### src/shared/irq_consts.vh
// Purpose: Register offsets, field positions and reset values of the interrupt status/vector logic
// Assumes: Word-aligned AHB-Lite byte addresses, 32-bit data
// Notes:   Low 12 address bits decoded
`ifndef IRQ_CONSTS_VH
`define IRQ_CONSTS_VH

`define ADDR_W            12
`define OFF_PEND_LO       12'hfb0
`define OFF_PEND_HI       12'hfb4
`define OFF_MASK_LO       12'hfb8
`define OFF_MASK_HI       12'hfbc
`define OFF_STAT_LO       12'hfc0
`define OFF_STAT_HI       12'hfc4
`define OFF_VEC_LO        12'hfc8
`define OFF_VEC_HI        12'hfcc
`define OFF_FRAME_COPY    12'hfd0
`define OFF_IRQ_STAT      12'hfd4
`define OFF_IRQ_MASK      12'hfd8

`define RST_16            16'h0000
`define VEC_VALID_BIT     8
`define VEC_IDX_W         4
`define VEC_NONE          4'h0
// Transfer-exception sources in the low bank: bits 15..12, 8, 7
`define EXC_MASK          16'hf180
`define HTRANS_NONSEQ_BIT 1

`endif

### src/irq_status_vector.v
// Purpose: Two-bank interrupt pending, mask, status and vector logic behind AHB-Lite
// Assumes: Interrupt inputs active low, asynchronous to hclk
// Notes:   Zero-wait-state slave; all responses OKAY
//          Read side effects land at the edge that closes the data phase
//          Interrupt output is a registered level, high while a masked bank event is set
`include "irq_consts.vh"

module irq_status_vector #(
  parameter W       = 16,
  parameter FRAME_W = 16
) (
  input  wire                hclk,
  input  wire                hresetn,
  input  wire                clk_en,
  // AHB-Lite slave side
  input  wire                hsel,
  input  wire [31:0]         haddr,
  input  wire [1:0]          htrans,
  input  wire                hwrite,
  input  wire [2:0]          hsize,
  input  wire [31:0]         hwdata,
  input  wire                hready,
  output reg  [31:0]         hrdata,
  output reg                 hreadyout,
  output reg                 hresp,
  // Interrupt sources, active low
  input  wire [W-1:0]        irq_lo_n,
  input  wire [W-1:0]        irq_hi_n,
  // Frame copied on transfer exceptions
  input  wire [FRAME_W-1:0]  master_frame,
  // Level interrupt to the host
  output reg                 irq
);

  ////////////////////////////////////////////////////////////////////////
  // Address phase capture
  reg                  wr_pend_q;
  reg                  rd_pend_q;
  reg [`ADDR_W-1:0]    addr_q;
  wire                 take = hsel & hready & htrans[`HTRANS_NONSEQ_BIT];

  always @(posedge hclk or negedge hresetn) begin
    if (!hresetn) begin
      wr_pend_q <= 1'b0;
      rd_pend_q <= 1'b0;
      addr_q    <= {`ADDR_W{1'b0}};
    end else if (clk_en) begin
      wr_pend_q <= take & hwrite;
      rd_pend_q <= take & ~hwrite;
      if (take) begin
        addr_q <= haddr[`ADDR_W-1:0];
      end
    end
  end

  ////////////////////////////////////////////////////////////////////////
  // Input sampling
  // Reset to idle high, so a source held low at release makes one event
  reg  [W-1:0] s1_lo_q;
  reg  [W-1:0] s2_lo_q;
  reg  [W-1:0] s3_lo_q;
  reg  [W-1:0] s1_hi_q;
  reg  [W-1:0] s2_hi_q;
  reg  [W-1:0] s3_hi_q;

  always @(posedge hclk or negedge hresetn) begin
    if (!hresetn) begin
      s1_lo_q <= {W{1'b1}};
      s2_lo_q <= {W{1'b1}};
      s3_lo_q <= {W{1'b1}};
      s1_hi_q <= {W{1'b1}};
      s2_hi_q <= {W{1'b1}};
      s3_hi_q <= {W{1'b1}};
    end else if (clk_en) begin
      s1_lo_q <= irq_lo_n;
      s2_lo_q <= s1_lo_q;
      s3_lo_q <= s2_lo_q;
      s1_hi_q <= irq_hi_n;
      s2_hi_q <= s1_hi_q;
      s3_hi_q <= s2_hi_q;
    end
  end

  // Edge taken between second and third stage: first stage is metastability guard only
  wire [W-1:0] ev_lo = s3_lo_q & ~s2_lo_q;
  wire [W-1:0] ev_hi = s3_hi_q & ~s2_hi_q;

  ////////////////////////////////////////////////////////////////////////
  // Registers
  reg  [W-1:0]          pend_lo_q;
  reg  [W-1:0]          pend_hi_q;
  reg  [W-1:0]          mask_lo_q;
  reg  [W-1:0]          mask_hi_q;
  reg  [W-1:0]          stat_lo_q;
  reg  [W-1:0]          stat_hi_q;
  reg                   frz_lo_q;
  reg                   frz_hi_q;
  reg  [FRAME_W-1:0]    frame_q;
  reg  [1:0]            ev_stat_q;
  reg  [1:0]            ev_mask_q;

  ////////////////////////////////////////////////////////////////////////
  // One encoder per bank, fed straight from the status flops
  wire                  vld_lo;
  wire                  vld_hi;
  wire [`VEC_IDX_W-1:0] idx_lo;
  wire [`VEC_IDX_W-1:0] idx_hi;

  prio_encoder16 #(.W(W)) u_enc_lo (
    .status (stat_lo_q),
    .valid  (vld_lo),
    .index  (idx_lo)
  );

  prio_encoder16 #(.W(W)) u_enc_hi (
    .status (stat_hi_q),
    .valid  (vld_hi),
    .index  (idx_hi)
  );

  ////////////////////////////////////////////////////////////////////////
  // Data-phase decode
  // Actions use the captured address, since hwdata only stands a cycle later
  wire         wr = wr_pend_q;
  wire         rd = rd_pend_q;
  wire [W-1:0] wd = hwdata[W-1:0];

  wire wr_pend_lo = wr && addr_q == `OFF_PEND_LO;
  wire wr_pend_hi = wr && addr_q == `OFF_PEND_HI;
  wire wr_stat_lo = wr && addr_q == `OFF_STAT_LO;
  wire wr_stat_hi = wr && addr_q == `OFF_STAT_HI;
  wire rd_stat_lo = rd && addr_q == `OFF_STAT_LO;
  wire rd_stat_hi = rd && addr_q == `OFF_STAT_HI;
  wire rd_vec_lo  = rd && addr_q == `OFF_VEC_LO;
  wire rd_vec_hi  = rd && addr_q == `OFF_VEC_HI;
  wire wr_vec_lo  = wr && addr_q == `OFF_VEC_LO;
  wire wr_vec_hi  = wr && addr_q == `OFF_VEC_HI;
  wire rd_evstat  = rd && addr_q == `OFF_IRQ_STAT;
  wire wr_mask_lo = wr && addr_q == `OFF_MASK_LO;
  wire wr_mask_hi = wr && addr_q == `OFF_MASK_HI;
  wire wr_ev_mask = wr && addr_q == `OFF_IRQ_MASK;

  ////////////////////////////////////////////////////////////////////////
  // Vector read acknowledge: clear the reported bit
  wire [W-1:0] one_lsb = {{(W-1){1'b0}}, 1'b1};
  wire [W-1:0] ack_lo  = (rd_vec_lo && vld_lo) ?
                         (one_lsb << idx_lo) :
                         {W{1'b0}};
  wire [W-1:0] ack_hi  = (rd_vec_hi && vld_hi) ?
                         (one_lsb << idx_hi) :
                         {W{1'b0}};

  ////////////////////////////////////////////////////////////////////////
  // Pending: events and host writes; an event in the write cycle still lands
  wire [W-1:0] pend_lo_d = (wr_pend_lo ? wd : pend_lo_q) | ev_lo;
  wire [W-1:0] pend_hi_d = (wr_pend_hi ? wd : pend_hi_q) | ev_hi;

  ////////////////////////////////////////////////////////////////////////
  // Propagation per bank, each gated by its own mask and its own freeze
  // A frozen bank keeps its events in pending, so none are lost
  wire [W-1:0] pass_lo = frz_lo_q ? {W{1'b0}} : (pend_lo_q & mask_lo_q);
  wire [W-1:0] pass_hi = frz_hi_q ? {W{1'b0}} : (pend_hi_q & mask_hi_q);

  wire [W-1:0] keep_lo = stat_lo_q & (wr_stat_lo ? wd : {W{1'b1}}) & ~ack_lo;
  wire [W-1:0] keep_hi = stat_hi_q & (wr_stat_hi ? wd : {W{1'b1}}) & ~ack_hi;

  // New propagation beats a clear in the same cycle
  wire [W-1:0] stat_lo_d = keep_lo | pass_lo;
  wire [W-1:0] stat_hi_d = keep_hi | pass_hi;

  ////////////////////////////////////////////////////////////////////////
  // Bank events for the output interrupt
  wire [1:0] bank_ev = {|pass_hi, |pass_lo};
  wire       exc_ev  = |(ev_lo & `EXC_MASK);
  // Sticky bank events; new event beats the clear-on-read
  wire [1:0] ev_stat_d = (rd_evstat ? 2'b00 : ev_stat_q) | bank_ev;

  ////////////////////////////////////////////////////////////////////////
  // Pending, mask and status
  always @(posedge hclk or negedge hresetn) begin
    if (!hresetn) begin
      pend_lo_q <= `RST_16;
      pend_hi_q <= `RST_16;
      mask_lo_q <= `RST_16;
      mask_hi_q <= `RST_16;
      stat_lo_q <= `RST_16;
      stat_hi_q <= `RST_16;
    end else if (clk_en) begin
      // Passed bits leave pending so each event reports once
      pend_lo_q <= pend_lo_d & ~pass_lo;
      pend_hi_q <= pend_hi_d & ~pass_hi;
      stat_lo_q <= stat_lo_d;
      stat_hi_q <= stat_hi_d;
      if (wr_mask_lo) begin
        mask_lo_q <= wd;
      end
      if (wr_mask_hi) begin
        mask_hi_q <= wd;
      end
    end
  end

  ////////////////////////////////////////////////////////////////////////
  // Freeze per bank: a release loses to a read in the same cycle
  // Both cannot coincide on one bus, the order only keeps the logic defined
  always @(posedge hclk or negedge hresetn) begin
    if (!hresetn) begin
      frz_lo_q <= 1'b0;
      frz_hi_q <= 1'b0;
    end else if (clk_en) begin
      if (rd_stat_lo || rd_vec_lo) begin
        frz_lo_q <= 1'b1;
      end else if (wr_vec_lo) begin
        frz_lo_q <= 1'b0;
      end
      if (rd_stat_hi || rd_vec_hi) begin
        frz_hi_q <= 1'b1;
      end else if (wr_vec_hi) begin
        frz_hi_q <= 1'b0;
      end
    end
  end

  ////////////////////////////////////////////////////////////////////////
  // Master frame copy on transfer exceptions; the last one wins
  always @(posedge hclk or negedge hresetn) begin
    if (!hresetn) begin
      frame_q <= {FRAME_W{1'b0}};
    end else if (clk_en && exc_ev) begin
      frame_q <= master_frame;
    end
  end

  ////////////////////////////////////////////////////////////////////////
  // Output interrupt, registered so the pin comes from a flip-flop
  always @(posedge hclk or negedge hresetn) begin
    if (!hresetn) begin
      ev_stat_q <= 2'b00;
      ev_mask_q <= 2'b00;
      irq       <= 1'b0;
    end else if (clk_en) begin
      ev_stat_q <= ev_stat_d;
      if (wr_ev_mask) begin
        ev_mask_q <= hwdata[1:0];
      end
      irq <= |(ev_stat_d & ev_mask_q);
    end
  end

  ////////////////////////////////////////////////////////////////////////
  // Read data and handshake
  reg [31:0] rmux;

  always @* begin
    rmux = 32'h0000_0000;
    if (haddr[`ADDR_W-1:0] == `OFF_PEND_LO) begin
      rmux[W-1:0] = pend_lo_q;
    end else if (haddr[`ADDR_W-1:0] == `OFF_PEND_HI) begin
      rmux[W-1:0] = pend_hi_q;
    end else if (haddr[`ADDR_W-1:0] == `OFF_MASK_LO) begin
      rmux[W-1:0] = mask_lo_q;
    end else if (haddr[`ADDR_W-1:0] == `OFF_MASK_HI) begin
      rmux[W-1:0] = mask_hi_q;
    end else if (haddr[`ADDR_W-1:0] == `OFF_STAT_LO) begin
      rmux[W-1:0] = keep_lo | pass_lo;
    end else if (haddr[`ADDR_W-1:0] == `OFF_STAT_HI) begin
      rmux[W-1:0] = keep_hi | pass_hi;
    end else if (haddr[`ADDR_W-1:0] == `OFF_VEC_LO) begin
      rmux[`VEC_VALID_BIT] = |(keep_lo | pass_lo);
      rmux[`VEC_IDX_W-1:0] = idx_next(keep_lo | pass_lo);
    end else if (haddr[`ADDR_W-1:0] == `OFF_VEC_HI) begin
      rmux[`VEC_VALID_BIT] = |(keep_hi | pass_hi);
      rmux[`VEC_IDX_W-1:0] = idx_next(keep_hi | pass_hi);
    end else if (haddr[`ADDR_W-1:0] == `OFF_FRAME_COPY) begin
      rmux[FRAME_W-1:0] = frame_q;
    end else if (haddr[`ADDR_W-1:0] == `OFF_IRQ_STAT) begin
      rmux[1:0] = ev_stat_q | bank_ev;
    end else if (haddr[`ADDR_W-1:0] == `OFF_IRQ_MASK) begin
      rmux[1:0] = ev_mask_q;
    end
  end

  ////////////////////////////////////////////////////////////////////////
  // Same encoding as the bank encoders, applied to next-cycle status for read data
  function [`VEC_IDX_W-1:0] idx_next;
    input [W-1:0] s;
    integer k;
    begin
      idx_next = `VEC_NONE;
      for (k = 0; k < W; k = k + 1) begin
        if (s[k]) begin
          idx_next = k[`VEC_IDX_W-1:0];
        end
      end
    end
  endfunction

  ////////////////////////////////////////////////////////////////////////
  // Read data registered at address phase; status is presented as it stands after this edge
  // Registering here costs next-cycle status logic, not a wait state, for outputs straight from flops
  always @(posedge hclk or negedge hresetn) begin
    if (!hresetn) begin
      hrdata    <= 32'h0000_0000;
      hreadyout <= 1'b1;
      hresp     <= 1'b0;
    end else if (clk_en) begin
      hreadyout <= 1'b1;
      hresp     <= 1'b0;
      if (take && !hwrite) begin
        hrdata <= rmux;
      end
    end
  end

endmodule // irq_status_vector

### src/prio_encoder16.v
// Purpose: Combinational priority encoder for one status bank
// Assumes: Bit 15 has top priority
// Notes:   No storage; output follows input at once
`include "irq_consts.vh"

module prio_encoder16 #(
  parameter W = 16
) (
  input  wire [W-1:0]            status,
  output reg                     valid,
  output reg  [`VEC_IDX_W-1:0]   index
);

  integer i;

  ////////////////////////////////////////////////////////////////////////
  always @* begin
    valid = |status;
    index = `VEC_NONE;
    for (i = 0; i < W; i = i + 1) begin
      if (status[i]) begin
        index = i[`VEC_IDX_W-1:0];
      end
    end
  end

endmodule // prio_encoder16

### config.mk
export PLATFORM = sky130hd
export DESIGN_NAME = irq_status_vector
export DESIGN_NICKNAME = d
export VERILOG_FILES = /design/src/irq_status_vector.v /design/src/prio_encoder16.v
export VERILOG_INCLUDE_DIRS = /design/src /design/src/shared
export SDC_FILE = /design/constraint.sdc
export NUM_CORES = 1
export LEC_CHECK = 0
export BUFFER_PORTS_ARGS = -buffer_cell sky130_fd_sc_hd__buf_2
export CAP_MARGIN = 20
export CORE_ASPECT_RATIO = 0.75
export CORE_MARGIN = 2
export CORE_UTILIZATION = 56
export DETAILED_ROUTE_END_ITERATION = 7
export PLACE_DENSITY = 0.77
export SYNTH_ARGS = -nofsm -noshare
export SYNTH_HDL_FRONTEND = slang
export SYNTH_HIERARCHICAL = 1
export SYNTH_SLANG_ARGS = --single-unit
### constraint.sdc
create_clock -name hclk -period 7.6 [get_ports hclk]
set_input_delay 1.52 -clock hclk [delete_from_list [all_inputs] [get_ports hclk]]
set_output_delay 1.52 -clock hclk [all_outputs]
set_load 0.005 [all_outputs]
==> results of run 1 <==
[state kept, by name, indices dropped and copies added, names as in the netlist]
signal / cells
frame_q: 16
hrdata: 16
mask_hi_q: 16
mask_lo_q: 16
pend_hi_q: 16
pend_lo_q: 16
s1_hi_q: 16
s1_lo_q: 16
s2_hi_q: 16
s2_lo_q: 16
s3_hi_q: 16
s3_lo_q: 16
stat_hi_q: 16
stat_lo_q: 16
addr_q: 12
ev_mask_q: 2
ev_stat_q: 2
frz_hi_q: 1
frz_lo_q: 1
irq: 1
rd: 1
wr: 1
[cell families (layout without fill, tap and decap cells)]
group	count (synthesis)	count (layout)	synth area share (%)
AO/OA/AOI/OAI	332	332	16.7
buffers and inverters	107	179	3.69
flip-flops	245	245	48.1
multiplexers	164	164	14.2
other	2	18	0.0578
AND/OR/NAND/NOR	421	421	17.3
[layer usage]
metal	track usage (%)	share of wire, %	up-vias
met3	9.70	12	91
met4	9.12	2.9	0
li1	-	-	4847
met2	49.6	42	609
met1	50.3	44	5409
met5	0	0	-
[through the flow]
stage	hold WS, ps	instances
after floorplan	466	1287
after global placement	457	1613
after detailed placement	466	1613
after CTS	480	1659
after global routing	486	1659
final	472	1659
[final cells by class]
| class | count | area (um^2) | area share (%) |
|---|---|---|---|
| multi-input cells | 935 | 6350 | 43.7 |
| flip-flops and latches | 245 | 6250 | 43.0 |
| clock buffers | 36 | 717 | 4.94 |
| repair buffers | 112 | 609 | 4.19 |
| well taps | 300 | 375 | 2.58 |
| clock inverters | 10 | 149 | 1.02 |
| inverters | 21 | 78.8 | 0.543 |
[how the worst max path moves through the flow]
stage / from / end / cells after the start
2_1_floorplan: haddr[3] / hrdata[3] / 9
3_3_place_gp: clk_en / hrdata[8] / 8
3_5_place_dp: clk_en / hrdata[8] / 8
4_1_cts: clk_en / hrdata[8] / 8
5_1_grt: clk_en / hrdata[8] / 8
6_report: stat_hi_q[7] / hrdata[2] / 10
[layout by cell type, fill, tap and decap left out, types with 12 or more instances in the layout]
| cell | instances |
|---|---|
| o22ai_1 | 32 |
| conb_1 | 18 |
| nor2_1 | 110 |
| buf_4 | 13 |
| dfstp_2 | 96 |
| nand4_1 | 17 |
| nand2_1 | 79 |
| nand3_1 | 25 |
| nand2b_1 | 12 |
| o22a_1 | 13 |
| clkbuf_16 | 25 |
| a21oi_1 | 77 |
| o21ai_0 | 81 |
| nor2b_1 | 41 |
| o31ai_1 | 17 |
| o211ai_1 | 18 |
| or2_2 | 13 |
| a221oi_1 | 18 |
| dfrtp_1 | 149 |
| nor3_1 | 19 |
| inv_1 | 20 |
| mux2_2 | 163 |
| buf_2 | 97 |
| or3_1 | 13 |
| nor4_1 | 25 |
[power by group]
group / switching [W] / total [W] / internal, W
combinational: 0.000362 / 0.000654 / 0.000292
clock: 0.000548 / 0.00131 / 0.000763
sequential: 0.000207 / 0.00176 / 0.00155
[worst register-to-register path, stage by stage, from the launching register on]
cell and delay (ps):
dfrtp_1 480, nor4_1 170, or4b_1 490, nand3_1 220, nand4_1 300, nor4_1 880
o211ai_1 260, nor4_1 600, o41ai_1 160, a221oi_1 530, o32ai_1 150
==> results.json, run 1 <==
{
  "die_y_um": 136,
  "relSlewSlack_pct": 25.2,
  "p_leak_nw": 5.77,
  "antenna_found_initial": 0,
  "gp_congestion": 1.02,
  "required_ps": 8010,
  "final_core_util_pct": 63.5,
  "cts_tree": "yes",
  "hp-start": "hrdata[9]",
  "cp.arrival_ps": 4780,
  "die_w_um": 180,
  "synth_enable_flop_cells": 0,
  "netlist_top_cells_count": "mux2_2 (163), dfrtp_1 (149), nor2_1 (111)",
  "clock_skew_ps": 12.7,
  "drv_slew": 0,
  "start_util_pct": 56.8,
  "drv_cap": 0,
  "tightest_slew_ps": 1120,
  "timing.rr.end": "hrdata[2]",
  "cts-resized-gates": 0,
  "post-route-period-util_pct": 57.4,
  "critPathMostFrequentCell": "nor4_1",
  "yosys.area.top_type_share_pct": 28.7,
  "clk_pin_slew_ps": 70,
  "r2r_slack_ps": 3240,
  "synth_flop_cell": "dfrtp_1",
  "critPathMaxStageDelay_ps": 880,
  "hold_buffers": 0,
  "port_buffers": 99,
  "rows": 48,
  "setup_ws_ps": 3240,
  "synthCells": 1271,
  "dr.first_iter.drc_count": 1548,
  "ys_seq_elements": 245,
  "rsz0062_at_grt": "no",
  "vias": 10956,
  "power_w": 0.00373,
  "fillers": 1872,
  "io-pin-count": 158,
  "wl_per_cell_um": 25.4,
  "status": "finished clean",
  "yosysMostFrequentCell": "mux2_2",
  "dpl_cell_area_mm2": 0.0137,
  "ys_types": 73,
  "pre_cts_slack_ps": 2910,
  "layout_min_cycle_time_ps": 4360,
  "hp-class": "reg -> reg",
  "fmax_mhz": 229,
  "clockBufferDepth": 3,
  "cts-root-buf": "clkbuf_16",
  "via_per_inst": 6.60,
  "synth-seq-area-share_pct": 48.1,
  "core_mm2": 0.0229,
  "cts_buffers": 25,
  "synthTopCellsByArea": "dfrtp_1 (29%), dfstp_2 (19%), mux2_2 (14%)",
  "cts_htree_levels": 1,
  "grt_max_degree": 98,
  "syn2layout_area_growth_pct": 11.7,
  "hpwl_um": 30500,
  "design_area_mm2": 0.0145,
  "drc": 0,
  "wirelength_um": 42200,
  "synth_area_leader_cell": "dfrtp_1",
  "layout-drive-gt1-share_pct": 32.2,
  "ys_async_sr_fraction_pct": 100,
  "ant_nets": 0,
  "crit_path_top_delay_cell": "nor4_1",
  "gr-usage-all-layers_pct": 34.2,
  "worst_ir_drop_vdd_v": 0.000282,
  "critical_path.cell_chain": "nor4_1, or4b_1, nand3_1, nand4_1, nor4_1, o211ai_1, nor4_1, o41ai_1, a221oi_1, o32ai_1",
  "worstPathMaxFanout": 7,
  "drtPass1Iterations": 6,
  "nets": 1463,
  "finalHoldViolations": 0,
  "cp-end-kind": "flip-flop",
  "die-area_mm2": 0.0245,
  "diodes": 0,
  "finalSetupViolations": 0,
  "powerDensity_mw_per_mm2": 257,
  "post_cts_buffers": 0,
  "yosys_warnings": 6,
  "path_delay_family": "simple AND/OR/NAND/NOR gates",
  "min_to": "hrdata[9]",
  "r2r_cells": 10,
  "criticalPathCategory": "reg -> reg",
  "grt_pass1_wl_um": 63500,
  "syn_avg_cell_area_um2": 10.2,
  "timing.rr.start": "stat_hi_q[7]",
  "overflow": 0,
  "cts_sinks": 245,
  "grt_pass1_vias": 10476,
  "clk_latency_ps": 550,
  "cp-start-kind": "flip-flop",
  "tns_ps": 0,
  "path_buf_inv": 0,
  "holdPathStages": 2,
  "synth_area_mm2": 0.0130
}
No activity file was read; power rests on OpenSTA's default activity.
==> inputs of run 2 (changes only) <==
==> constraint.sdc (replaced) <==
create_clock -name hclk -period 4.3 [get_ports hclk]
set_input_delay 0.86 -clock hclk [delete_from_list [all_inputs] [get_ports hclk]]
set_output_delay 0.86 -clock hclk [all_outputs]
set_load 0.005 [all_outputs]
==> run 2 against run 1 <==
Sequential share of layout area is 0.24 points lower. Sequential power is 76% higher. Cell area is 0.57% higher. Cell count is 1.1% higher. Worst hold slack worse by 37 ps. Combinational power is 80% higher. Global-route usage is 0.072 points higher. Total power is 72% higher. Via count is 1.4% higher. First-iteration DRC count is 7.4% lower. Setup slack worse by 2900 ps.
==> results.json, run 2 (synthesized netlist as in run 1, its figures left out) <==
{
  "ant_nets": 0,
  "clock_skew_ps": 19.6,
  "die-area_mm2": 0.0245,
  "hold_buffers": 0,
  "fmax_mhz": 252,
  "whs_ps": 435,
  "antenna_found_initial": 1,
  "post_cts_buffers": 0,
  "core_mm2": 0.0229,
  "die_w_um": 180,
  "worst_ir_drop_vdd_v": 0.000329,
  "overflow": 0,
  "timing.rr.start": "stat_hi_q[5]",
  "cp.arrival_ps": 4380,
  "drv_cap": 0,
  "design_area_mm2": 0.0146,
  "cts_tree": "yes",
  "clk_latency_ps": 560,
  "cp-end-kind": "flip-flop",
  "hp-class": "in -> async",
  "clk_pin_slew_ps": 60,
  "fillers": 1837,
  "hpwl_um": 30800,
  "relSlewSlack_pct": 22.6,
  "dr.first_iter.drc_count": 1434,
  "power_w": 0.00640,
  "tns_ps": 0,
  "criticalPathCategory": "reg -> reg",
  "final_cell_mix": "mux2_2 (163), dfrtp_1 (149), nor2_1 (111), buf_2 (97), dfstp_2 (96)",
  "finalHoldViolations": 0,
  "wirelength_um": 41800,
  "syn2layout_area_growth_pct": 12.4,
  "r2r_slack_ps": 330,
  "layout-drive-gt1-share_pct": 32.5,
  "via_per_inst": 6.62,
  "cp-start-kind": "flip-flop",
  "grt_pass1_wl_um": 63700,
  "rows": 48,
  "cts-resized-gates": 0,
  "port_buffers": 99,
  "grt_pass1_vias": 10642,
  "timing.rr.end": "hrdata[3]",
  "clockBufferDepth": 3,
  "final_common_cell": "mux2_2",
  "cts_sinks": 245,
  "gp_congestion": 1.01,
  "cts_buffers": 25,
  "finalSetupViolations": 0,
  "post-route-period-util_pct": 92.3,
  "tightest_slew_ps": 1160,
  "powerDensity_mw_per_mm2": 438,
  "nets": 1481,
  "cts_htree_levels": 1,
  "grt_max_degree": 192,
  "rsz0062_at_grt": "no",
  "diodes": 0,
  "required_ps": 4710,
  "drtPass1Iterations": 6,
  "cts-root-buf": "clkbuf_16",
  "layout_min_cycle_time_ps": 3970,
  "status": "finished clean",
  "gr-usage-all-layers_pct": 34.3,
  "start_util_pct": 56.8,
  "r2r_cells": 10,
  "wl_per_cell_um": 24.9,
  "vias": 11106,
  "dpl_cell_area_mm2": 0.0138,
  "p_leak_nw": 5.83,
  "drv_slew": 0,
  "worstPathMaxFanout": 7,
  "die_y_um": 136,
  "io-pin-count": 158,
  "drc": 0
}
-- run 2: layout make-up --
cell class                      count  area [um^2]  share of cell area [%]
Clock buffer                       43          753                    5.16
Clock inverter                      3         30.0                   0.206
Inverter                           21         78.8                   0.540
Multi-Input combinational cell    935         6340                    43.4
Sequential cell                   245         6250                    42.8
Tap cell                          300          375                    2.57
Timing Repair Buffer              130          777                    5.32
-- run 2: layer usage --
metal | track usage (%) | vias up | wire length, um
met5 | 2.60 | - | 78
met4 | 10.8 | 2 | 1300
met3 | 11.2 | 94 | 5090
met2 | 48.8 | 649 | 17300
met1 | 49.4 | 5475 | 18000
li1 | - | 4886 | -
-- run 2: per-stage QoR --
stage | instances | setup slack [ps] | util [%]
floorplan | 1287 | 1290 | -
global placement | 1630 | 572 | 60.4
detailed placement | 1630 | 503 | 60.4
CTS | 1676 | 501 | 63.8
global route | 1677 | 156 | 63.8
finish | 1677 | 331 | 63.8
-- run 2: worst max-delay path by stage --
stage               slack, ps  cells after the start         start         to
global placement          570                     10  stat_hi_q[2]  hrdata[3]
CTS                       500                     10  stat_hi_q[2]  hrdata[3]
floorplan                1290                     10  stat_hi_q[2]  hrdata[3]
global route              160                     10  stat_hi_q[5]  hrdata[2]
detailed placement        500                     10  stat_hi_q[2]  hrdata[2]
finish                    330                     10  stat_hi_q[5]  hrdata[3]
-- run 2: where the power goes --
group	internal [W]	leakage, nW	total, W	switching, W
registers	0.00275	2.77	0.00310	0.000354
clock network	0.00119	0.383	0.00212	0.000928
logic	0.000536	2.68	0.00118	0.000648
total	0.00447	5.83	0.00640	0.00193
-- run 2: worst max-delay path, stage by stage (launching register included) --
cell and delay (ps):
dfrtp_1 430, nor4_1 670, or4b_1 210, nand3_1 190
nand4b_1 450, o31ai_1 430, nor2_1 130, or2_0 260
or4b_1 600, a21oi_1 340, o31ai_1 130
